===== src/hw/adc_seq_pkg.sv =====
// package for the converter measurement sequencer
package adc_seq_pkg;

  // configuration word location and field positions
  localparam logic [7:0] CFG_ADDR        = 8'h10;
  localparam int         BR_COARSE_LSB   = 6;
  localparam int         BR_FINE_LSB     = 8;
  localparam int         OFFSET_LSB      = 10;
  localparam int         TEMP_SEG_LSB    = 13;
  localparam logic [15:0] CFG_RESET      = 16'h0000;

  // commands
  localparam logic [7:0] CMD_FULL_A      = 8'hAC;
  localparam logic [7:0] CMD_SINGLE_BR   = 8'hAA;  // single bridge conversion
  localparam logic [7:0] CMD_SINGLE_TEMP = 8'hAB;  // single temperature conversion

  // clock and typical conversion times in microseconds
  localparam int CLK_MHZ   = 125;
  localparam int T_10_0_US = 785;
  localparam int T_12_0_US = 3200;
  localparam int T_14_0_US = 12660;
  localparam int T_16_0_US = 49470;
  localparam int T_10_2_US = 830;
  localparam int T_12_2_US = 3240;
  localparam int T_14_2_US = 12710;
  localparam int T_10_4_US = 870;
  localparam int T_12_4_US = 3280;
  localparam int T_10_6_US = 940;
  localparam int T_OTHER_US = 940;  // segmentations outside the timed set

  // fixed temperature settings
  localparam logic [2:0] TEMP_OFFSET_FIXED = 3'h3;
  localparam logic [4:0] TEMP_GAIN_FIXED   = 5'h00;
  localparam logic [1:0] TEMP_SEG_FACTORY  = 2'h2;  // temperature code 00 maps to 10/6

  // one segmentation and offset setting for a conversion
  typedef struct packed {
    logic [1:0] coarseCode;  // 10,12,14,16 coarse bits
    logic [1:0] fineCode;    // 0,2,4,6 fine bits
    logic [2:0] offsetCode;
    logic [4:0] gainCode;
    logic       isTemp;
  } conv_setup_s;

  typedef enum logic [1:0] {
    STEP_BR_ZERO, STEP_BR, STEP_TEMP_ZERO, STEP_TEMP
  } step_e;

endpackage


===== src/hw/adc_measurement_sequencer.sv =====
// converter measurement sequencer: conversion timing, four-step run, correction, eoc
// Contract
// - Coarse-only conversions last 785, 3200, 12660 and 49470 us for 10 to 16 bits.
// - Mixed segmentations last 830, 3240, 12710, 870, 3280 and 940 us as tabulated.
// - A full result is built from zero-bridge, bridge, zero-temperature, temperature.
// - A full command lasts about 3.8 ms at 10/6 and 197.9 ms at 16/0.
// - The converter offset is a three-bit field at bits 12 to 10 of the config word.
// - Offset code n gives range -(n+1)/16 to (15-n)/16 of the reference.
// - Temperature conversions use fixed offset and gain, not the user fields.
// - Temperature segmentation follows the user temperature segmentation field.
// - The end-of-conversion pin rises when results are available.
// - In a full run, end of conversion is valid only after conversions and correction both finish.
// - After the conversions of a full command, the correction calculation is run by the processor.
// - Bridge coarse field bits 7:6 select 10, 12, 14 or 16 coarse bits.
// - Bridge fine field bits 9:8 select 0, 2, 4 or 6 fine bits.
// - Temperature field bits 14:13 give factory, 16/0, 10/6 or 12/4.
// - Command AC runs the four conversions in order, then the correction.
module adc_measurement_sequencer #(
  parameter int CLK_MHZ = adc_seq_pkg::CLK_MHZ
) (
  // clock and reset
  input  wire logic        mclk,
  input  wire logic        reset_n,
  // command port from host interface
  input  wire logic        cmdValid,
  input  wire logic [7:0]  cmdCode,
  output logic             cmdReady,
  // configuration word write from memory loader
  input  wire logic        cfgWrite,
  input  wire logic [7:0]  cfgAddr,
  input  wire logic [15:0] cfgData,
  output logic [15:0]      measurementConfiguration,
  // analog front end control
  output logic             convActive,
  output logic [1:0]       convStep,
  output logic [1:0]       convCoarseCode,
  output logic [1:0]       convFineCode,
  output logic [2:0]       converterOffsetSelect,
  output logic [4:0]       convGainCode,
  // correction processor handshake
  output logic             corrStart,
  input  wire logic        corrDone,
  // end of conversion pin
  output logic             eocPin
);

  typedef enum logic [2:0] {IDLE, CONVERT, CORRECT, DONE} state_e;

  state_e                    state_ff, nxt_state;
  adc_seq_pkg::step_e        step_ff, nxt_step;
  logic                      full_ff, nxt_full;
  logic [31:0]               cnt_ff, nxt_cnt;
  logic [15:0]               cfg_ff, nxt_cfg;
  adc_seq_pkg::conv_setup_s  setup_ff, nxt_setup;
  logic                      eoc_ff, nxt_eoc;
  logic                      corrStart_ff, nxt_corrStart;
  adc_seq_pkg::conv_setup_s  brSetup, tempSetup;
  logic [1:0]                tSeg;
  logic [31:0]               convCycles;

  // conversion time in cycles from segmentation
  function automatic logic [31:0] cyclesFor(input logic [1:0] c, input logic [1:0] f);
    int us;
    us = adc_seq_pkg::T_OTHER_US;
    case ({c, f})
      4'h0: us = adc_seq_pkg::T_10_0_US;
      4'h4: us = adc_seq_pkg::T_12_0_US;
      4'h8: us = adc_seq_pkg::T_14_0_US;
      4'hC: us = adc_seq_pkg::T_16_0_US;
      4'h1: us = adc_seq_pkg::T_10_2_US;
      4'h5: us = adc_seq_pkg::T_12_2_US;
      4'h9: us = adc_seq_pkg::T_14_2_US;
      4'h2: us = adc_seq_pkg::T_10_4_US;
      4'h6: us = adc_seq_pkg::T_12_4_US;
      4'h3: us = adc_seq_pkg::T_10_6_US;
      default: us = adc_seq_pkg::T_OTHER_US;
    endcase
    return 32'(us * CLK_MHZ);
  endfunction

  // bridge and temperature setups decoded from the config word
  always_comb begin
    brSetup.coarseCode = cfg_ff[adc_seq_pkg::BR_COARSE_LSB +: 2];
    brSetup.fineCode   = cfg_ff[adc_seq_pkg::BR_FINE_LSB +: 2];
    brSetup.offsetCode = cfg_ff[adc_seq_pkg::OFFSET_LSB +: 3];
    brSetup.gainCode   = cfg_ff[4:0];
    brSetup.isTemp     = 1'b0;
    tSeg = cfg_ff[adc_seq_pkg::TEMP_SEG_LSB +: 2];
    if (tSeg == 2'h0) begin
      tSeg = adc_seq_pkg::TEMP_SEG_FACTORY;
    end
    case (tSeg)
      2'h1:    begin tempSetup.coarseCode = 2'h3; tempSetup.fineCode = 2'h0; end
      2'h2:    begin tempSetup.coarseCode = 2'h0; tempSetup.fineCode = 2'h3; end
      default: begin tempSetup.coarseCode = 2'h1; tempSetup.fineCode = 2'h2; end
    endcase
    tempSetup.offsetCode = adc_seq_pkg::TEMP_OFFSET_FIXED;
    tempSetup.gainCode   = adc_seq_pkg::TEMP_GAIN_FIXED;
    tempSetup.isTemp     = 1'b1;
  end

  assign convCycles = cyclesFor(setup_ff.coarseCode, setup_ff.fineCode);

  // sequencer next state
  always_comb begin
    nxt_state     = state_ff;
    nxt_step      = step_ff;
    nxt_full      = full_ff;
    nxt_cnt       = cnt_ff;
    nxt_setup     = setup_ff;
    nxt_eoc       = eoc_ff;
    nxt_corrStart = 1'b0;
    nxt_cfg       = cfg_ff;
    if (cfgWrite && cfgAddr == adc_seq_pkg::CFG_ADDR && state_ff != CONVERT) begin
      nxt_cfg = cfgData;
    end
    case (state_ff)
      IDLE, DONE: begin
        if (cmdValid) begin
          nxt_cnt = 32'h0;
          if (cmdCode == adc_seq_pkg::CMD_FULL_A) begin
            nxt_eoc   = 1'b0;  // only known codes drop the result flag
            nxt_full  = 1'b1;
            nxt_step  = adc_seq_pkg::STEP_BR_ZERO;
            nxt_setup = brSetup;
            nxt_state = CONVERT;
          end else if (cmdCode == adc_seq_pkg::CMD_SINGLE_BR) begin
            nxt_eoc   = 1'b0;
            nxt_full  = 1'b0;
            nxt_step  = adc_seq_pkg::STEP_BR;
            nxt_setup = brSetup;
            nxt_state = CONVERT;
          end else if (cmdCode == adc_seq_pkg::CMD_SINGLE_TEMP) begin
            nxt_eoc   = 1'b0;
            nxt_full  = 1'b0;
            nxt_step  = adc_seq_pkg::STEP_TEMP;
            nxt_setup = tempSetup;
            nxt_state = CONVERT;
          end
        end
      end
      CONVERT: begin
        nxt_cnt = cnt_ff + 32'h1;
        if (cnt_ff >= convCycles - 32'h1) begin
          nxt_cnt = 32'h0;
          if (full_ff && step_ff != adc_seq_pkg::STEP_TEMP) begin
            nxt_step = adc_seq_pkg::step_e'(step_ff + 2'h1);
            nxt_setup = (step_ff != adc_seq_pkg::STEP_BR_ZERO) ? tempSetup : brSetup;
          end else if (full_ff) begin
            nxt_state     = CORRECT;
            nxt_corrStart = 1'b1;
          end else begin
            nxt_state = DONE;
            nxt_eoc   = 1'b1;
          end
        end
      end
      CORRECT: begin
        if (corrDone) begin
          nxt_state = DONE;
          nxt_eoc   = 1'b1;
        end
      end
      default: nxt_state = IDLE;
    endcase
  end

  // sequencer registers
  always_ff @(posedge mclk or negedge reset_n) begin
    if (!reset_n) begin
      state_ff     <= IDLE;
      step_ff      <= adc_seq_pkg::STEP_BR_ZERO;
      full_ff      <= 1'b0;
      cnt_ff       <= 32'h0;
      cfg_ff       <= adc_seq_pkg::CFG_RESET;
      setup_ff     <= '0;
      eoc_ff       <= 1'b0;
      corrStart_ff <= 1'b0;
    end else begin
      state_ff     <= nxt_state;
      step_ff      <= nxt_step;
      full_ff      <= nxt_full;
      cnt_ff       <= nxt_cnt;
      cfg_ff       <= nxt_cfg;
      setup_ff     <= nxt_setup;
      eoc_ff       <= nxt_eoc;
      corrStart_ff <= nxt_corrStart;
    end
  end

  // outputs
  assign cmdReady                 = (state_ff == IDLE) || (state_ff == DONE);
  assign measurementConfiguration = cfg_ff;
  assign convActive               = (state_ff == CONVERT);
  assign convStep                 = step_ff;
  assign convCoarseCode           = setup_ff.coarseCode;
  assign convFineCode             = setup_ff.fineCode;
  assign converterOffsetSelect    = setup_ff.offsetCode;
  assign convGainCode             = setup_ff.gainCode;
  assign corrStart                = corrStart_ff;
  assign eocPin                   = eoc_ff;
endmodule


===== config.mk =====
export PLATFORM = sky130hd
export DESIGN_NAME = adc_measurement_sequencer
export DESIGN_NICKNAME = d
export VERILOG_FILES = /design/src/hw/adc_seq_pkg.sv /design/src/hw/adc_measurement_sequencer.sv
export SDC_FILE = /design/constraint.sdc
export NUM_CORES = 1
export LEC_CHECK = 0
export BUFFER_PORTS_ARGS = -buffer_cell sky130_fd_sc_hd__buf_2
export CAP_MARGIN = 20
export CORE_ASPECT_RATIO = 0.7
export CORE_MARGIN = 2
export CORE_UTILIZATION = 60
export CTS_CLUSTER_DIAMETER = 80
export DETAILED_ROUTE_END_ITERATION = 7
export PLACE_DENSITY = 0.8
export SLEW_MARGIN = 20
export SYNTH_ARGS = -nofsm -noshare
export SYNTH_HDL_FRONTEND = slang
export SYNTH_SLANG_ARGS = --single-unit

===== constraint.sdc =====
create_clock -name mclk -period 25.6 [get_ports mclk]
set_input_delay 1.28 -clock mclk [delete_from_list [all_inputs] [get_ports mclk]]
set_output_delay 1.28 -clock mclk [all_outputs]
set_load 0.01 [all_outputs]

# Yosys cells after proc, flatten, opt, wreduce, memory -nomap -nowiden
# Memories as Yosys holds them, arrays and structs flattened.
# Index checks and enable logic that the tools add are counted.
# totals
mem_bits_ro	256
memories	1
output_inout_bits	34
reg_bits	68
elab_cells	94
input_bits	37
# classes
magnitude_cmp	1
add_sub_neg	3
n_mul	1
n_reduce_logical	16
n_eq_ne	18
mux	43
# mem_list
name	depth	width	read_ports	rd_clocked_by_memory_dff	wr	line_no	source
(name not given)	16	16	1	0	0	adc_measurement_sequencer.sv:65	case ({c, f})
# ops
op	n
two-way mux 13 bit	7
two-way mux 32 bit	2
one-hot mux 32 bit (2 select lines)	1
adder 32 x 1 -> 32 bit, second input constant	1
>= comparator 32 bit	1
multiplier 32 x 8 -> 32 bit, second input constant	1
subtractor 32 x 1 -> 32 bit, second input constant	1
one-hot mux 13 bit (2 select lines)	1
== test 8 bit, second input constant	3
two-way mux 3 bit	7
two-way mux 1 bit	14
two-way mux 2 bit	7
!= test 2 bit, second input constant	5
AND reduction 5 bit	2
one-hot mux 3 bit (3 select lines)	1
== test 8 x 5 -> 1 bit, second input constant	1
one-hot mux 4 bit (2 select lines)	1
AND reduction 7 bit	1
== test 3 x 2 -> 1 bit, second input constant	2
nonzero test 3 bit	2
!= test 2 x 1 -> 1 bit, second input constant	2
!= test 4 bit, second input constant	1
one-hot mux 2 bit (2 select lines)	1
nonzero test 2 bit	2
other kinds (13)	15

# Longest topological paths before layout
# depth
depth_word	9
mapped_depth	34
ltp_nobuf	32

# Least setup slack after synthesis
# OpenSTA, ideal clock, no wires.
# synth_timing
path_kind	register -> register
start	register setup_ff (netlist bit convCoarseCode[1])
end	register setup_ff (netlist bit convCoarseCode[0])
path_slack_ns	17.054
arrival_time_ns	8.421
required_ns	25.475
setup_time_ns	0.125
period_less_slack_ns	8.546
stages_incl_launch_ff	30
n_path_buf	2
cell_sequence	dfrtp_1 > clkbuf_1 > inv_1 > nand3_1 > inv_1 > nor2_1 > inv_1 > fa_1 > fa_1 > inv_1 > fa_1 > inv_1 > fa_1 > inv_1 > ha_1 > or2_2 > a31oi_1 > a211oi_1 > a221o_1 > a41oi_1 > o21ai_1 > or2_2 > ha_1 > nand4_1 > nor4_1 > a21boi_0 > nor2_1 > o21bai_1 > buf_2 > mux2_2
# synth_via
elab_chain_cells	6
# synth_rtl
element	line_no	source
start: declaration	adc_measurement_sequencer.sv:54	adc_seq_pkg::conv_setup_s setup_ff, nxt_setup;
start signal: assignment	adc_measurement_sequencer.sv:185	setup_ff <= nxt_setup;
memory (16 x 16 bit)	-	
multiplier 32 x 8 -> 32 bit	adc_measurement_sequencer.sv:78	return 32'(us * CLK_MHZ);
subtractor 32 x 1 -> 32 bit	adc_measurement_sequencer.sv:144	if (cnt_ff >= convCycles - 32'h1) begin
>= comparator 32 bit	adc_measurement_sequencer.sv:144	
!= test 2 x 1 -> 1 bit (no source line)	-	
AND reduction 5 bit (no source line)	-	
# Every way passes these cells.
# A chain may end at the register's enable or synchronous reset.

# Worst setup path after layout
# layout_timing
start	register setup_ff (netlist bit convCoarseCode[1])
end	register cnt_ff[3]
# layout_via
elab_chain_cells	6
# layout_rtl
element	line_no	source
memory (16 x 16 bit)	-	
multiplier 32 x 8 -> 32 bit	adc_measurement_sequencer.sv:78	
subtractor 32 x 1 -> 32 bit	adc_measurement_sequencer.sv:144	
>= comparator 32 bit	adc_measurement_sequencer.sv:144	
two-way mux 32 bit	adc_measurement_sequencer.sv:144	
one-hot mux 32 bit (2 select lines)	adc_measurement_sequencer.sv:117	case (state_ff)
end signal: assignment	adc_measurement_sequencer.sv:183	cnt_ff <= nxt_cnt;
end: declaration	adc_measurement_sequencer.sv:52	logic [31:0] cnt_ff, nxt_cnt;
# Every way passes these cells.

==> summary.txt <==
nets - 1,064
core box area - 11,800 µm²
DRT antenna net count - 0
most common cell after layout, fill and taps aside - inv_1
asr flop ratio synth - 1.00
total gr overflow - 0
Reg clk slew, reported paths - 0.06 ns
Post-CTS Resized - 0
Buf+Inv Stages, Crit Path - 6
die area - 13,000 µm²
ANT cells - 0
slowest CP cell - nor2_1
most frequent cells in the layout - 140 x inv_1, 107 x ha_1, 70 x buf_2
initial antenna violation count - 0
I/O pin total - 71
Tot GR Track Use - 0.259
Final Cycle Share - 0.374
Post-CTS Setup Inserts - 0
Post-Synthesis Cells - 795
first-pass GRT wire length - 26.7 mm
status - finished, final reports clean
Final Max Slew Viols - 0
Mapped Nets - 989
top_reg_cell synth - dfrtp_1
FF-to-FF setup slack - 16.04 ns
H-tree levels - 3
Yosys reg bits - 67
Top delay family on crit path - adder cells
R2R depth - 30
ratio of cells with drive above 1 in the final layout - 0.147
CP Depth - 30
CP Capture Type - flop
drc violations - 0
slowest cell delay on critical path - 0.74 ns
top fanout value on the critical path - 11
Final setup viols - 0
# hold bufs at CTS - 0
type of the worst setup path - reg2reg
Worst path most repeated cell - inv_1
per-cell routed wire length - 14.8 µm
TritonRoute pass-1 iters - 4
clock root buffer - clkbuf_16
Rel. slew slack - 0.342
Fmax - 105 MHz
Chip Width - 135 µm
Post-Syn Area - 7250 µm²
Post-synth EDFFs - 0
Final Hold Viols - 0
Starting DRT DRC Count - 333
Worst-Margin Slew - 0.980 ns
synthesized area per cell - 9.13 µm²
vias in the first global route - 5,497
Worst Path Required - 25.85 ns
Netlist cell types - 54
Initial Utilization - 0.616
die height - 96.0 µm
# clock sinks - 67
via density per instance - 5.38
vias - 5,548
hold path cells - 1
IO buf count - 70
Worst setup SP type - flop
number of buffers created by CTS - 9
unrepaired setup endpoints after global routing - no
register area share after synthesis - 0.231
Final Wtd Congestion - 0.891
max-cap violation count - 0
CTS tree - done
DP Wirelength - 12.4 mm
Fin Clk Skew - 0.00508 ns
Area Overhead vs Synth - 11.6%
Arr. time, crit path - 9.81 ns
Final TNS setup - 0 ns
clock latency on the worst-skew pair - 0.33 ns
Min-Delay Path Class - reg2reg
final worst path period need - 9.56 ns
clk buf depth - 2
largest net degree at the start of global routing - 68
final wirelength - 15.3 mm
Ys Warns - 0
Std-Cell Rows - 33
-- per-stage QoR --
| step | worst slack (ns) | util | cells | hold WS [ns] | area [µm²] |
|---|---|---|---|---|---|
| 5_1_grt | 15.18 | 0.688 | 1032 | 0.514 | 8090 |
| 3_3_place_gp | 16.53 | 0.662 | 1016 | 0.486 | 7790 |
| 6_report | 16.04 | 0.688 | 1032 | 0.497 | 8090 |
| 3_5_place_dp | 16.09 | 0.662 | 1016 | 0.492 | 7790 |
| 4_1_cts | 16.03 | 0.688 | 1032 | 0.503 | 8090 |
| 2_1_floorplan | 17.05 | - | 795 | 0.497 | 7250 |
-- sequential cells by signal, summed over array words and instances (netlist names) --
register / count
cnt_ff: 32
measurementConfiguration: 16
convGainCode: 5
converterOffsetSelect: 3
convCoarseCode: 2
convFineCode: 2
convStep: 2
state_ff: 2
corrStart: 1
eocPin: 1
full_ff: 1
-- routing by layer --
| layer | vias to the layer above | part of all wire | track usage |
|---|---|---|---|
| li1 | 2775 | - | - |
| met1 | 2657 | 0.51 | 0.388 |
| met2 | 97 | 0.44 | 0.396 |
| met3 | 19 | 0.040 | 0.0395 |
| met4 | 0 | 0.016 | 0.0625 |
| met5 | - | 0 | 0 |
-- path summary, 6_finish.rpt --
| kind | endpoint | from |
|---|---|---|
| setup / recovery | cnt_ff[3]$_DFFE_PN0P_ | convCoarseCode[1]$_DFFE_PN0P_ |
| setup reg to reg | cnt_ff[3]$_DFFE_PN0P_ | convCoarseCode[1]$_DFFE_PN0P_ |
| min in group asynchronous | measurementConfiguration[5]$_DFFE_PN0P_ | reset_n |
| max in group asynchronous | cnt_ff[2]$_DFFE_PN0P_ | reset_n |
| hold / removal | converterOffsetSelect[1]$_DFFE_PN0P_ | converterOffsetSelect[1]$_DFFE_PN0P_ |
| hold reg to reg | converterOffsetSelect[1]$_DFFE_PN0P_ | converterOffsetSelect[1]$_DFFE_PN0P_ |
-- cell type report --
cell class | instances | area [µm²]
inverter | 140 | 526
sequential | 67 | 1680
clock inverter | 6 | 65.1
multi-input combinational | 578 | 5010
tap | 157 | 196
timing repair buffer | 74 | 380
clock buffer | 10 | 239
fill | 929 | 3670
-- synthesized netlist by cell type (2+ instances only) --
master | instances | share of area
inv_1 | 140 | 0.072
ha_1 | 107 | 0.18
dfrtp_1 | 67 | 0.23
nor2_1 | 60 | 0.031
fa_1 | 50 | 0.14
nand2_1 | 48 | 0.025
a21oi_1 | 37 | 0.026
xnor2_1 | 31 | 0.037
o21ai_0 | 26 | 0.018
mux2_2 | 24 | 0.037
nand3_1 | 23 | 0.016
xor2_1 | 23 | 0.028
a21o_1 | 17 | 0.018
mux2i_1 | 14 | 0.019
nor3_1 | 13 | 0.0090
nand4_1 | 12 | 0.010
nand2b_1 | 11 | 0.0095
or2_2 | 10 | 0.0086
nor2b_1 | 9 | 0.0078
clkbuf_1 | 7 | 0.0036
and3_1 | 5 | 0.0043
o21a_1 | 5 | 0.0052
a211oi_1 | 4 | 0.0041
a22o_1 | 4 | 0.0048
a31oi_1 | 4 | 0.0034
o21bai_1 | 4 | 0.0041
buf_2 | 3 | 0.0021
nor3b_1 | 3 | 0.0031
nor4_1 | 3 | 0.0026
o21ai_1 | 3 | 0.0021
and2_1 | 2 | 0.0017
nand4b_1 | 2 | 0.0024
o22ai_1 | 2 | 0.0017
or3_1 | 2 | 0.0017
-- logic make-up after synthesis --
family	count (synthesis)	synth area share
xor+xnor	54	0.0652
flops	67	0.231
buf+inv	150	0.0781
mux	38	0.0566
simple gates	212	0.145
fa+ha+maj	157	0.323
compound gates	116	0.101
other cells	1	0.000517
Power is not shown: default switching activity piles up to over one toggle a cycle in this logic, so the estimate is an artifact.
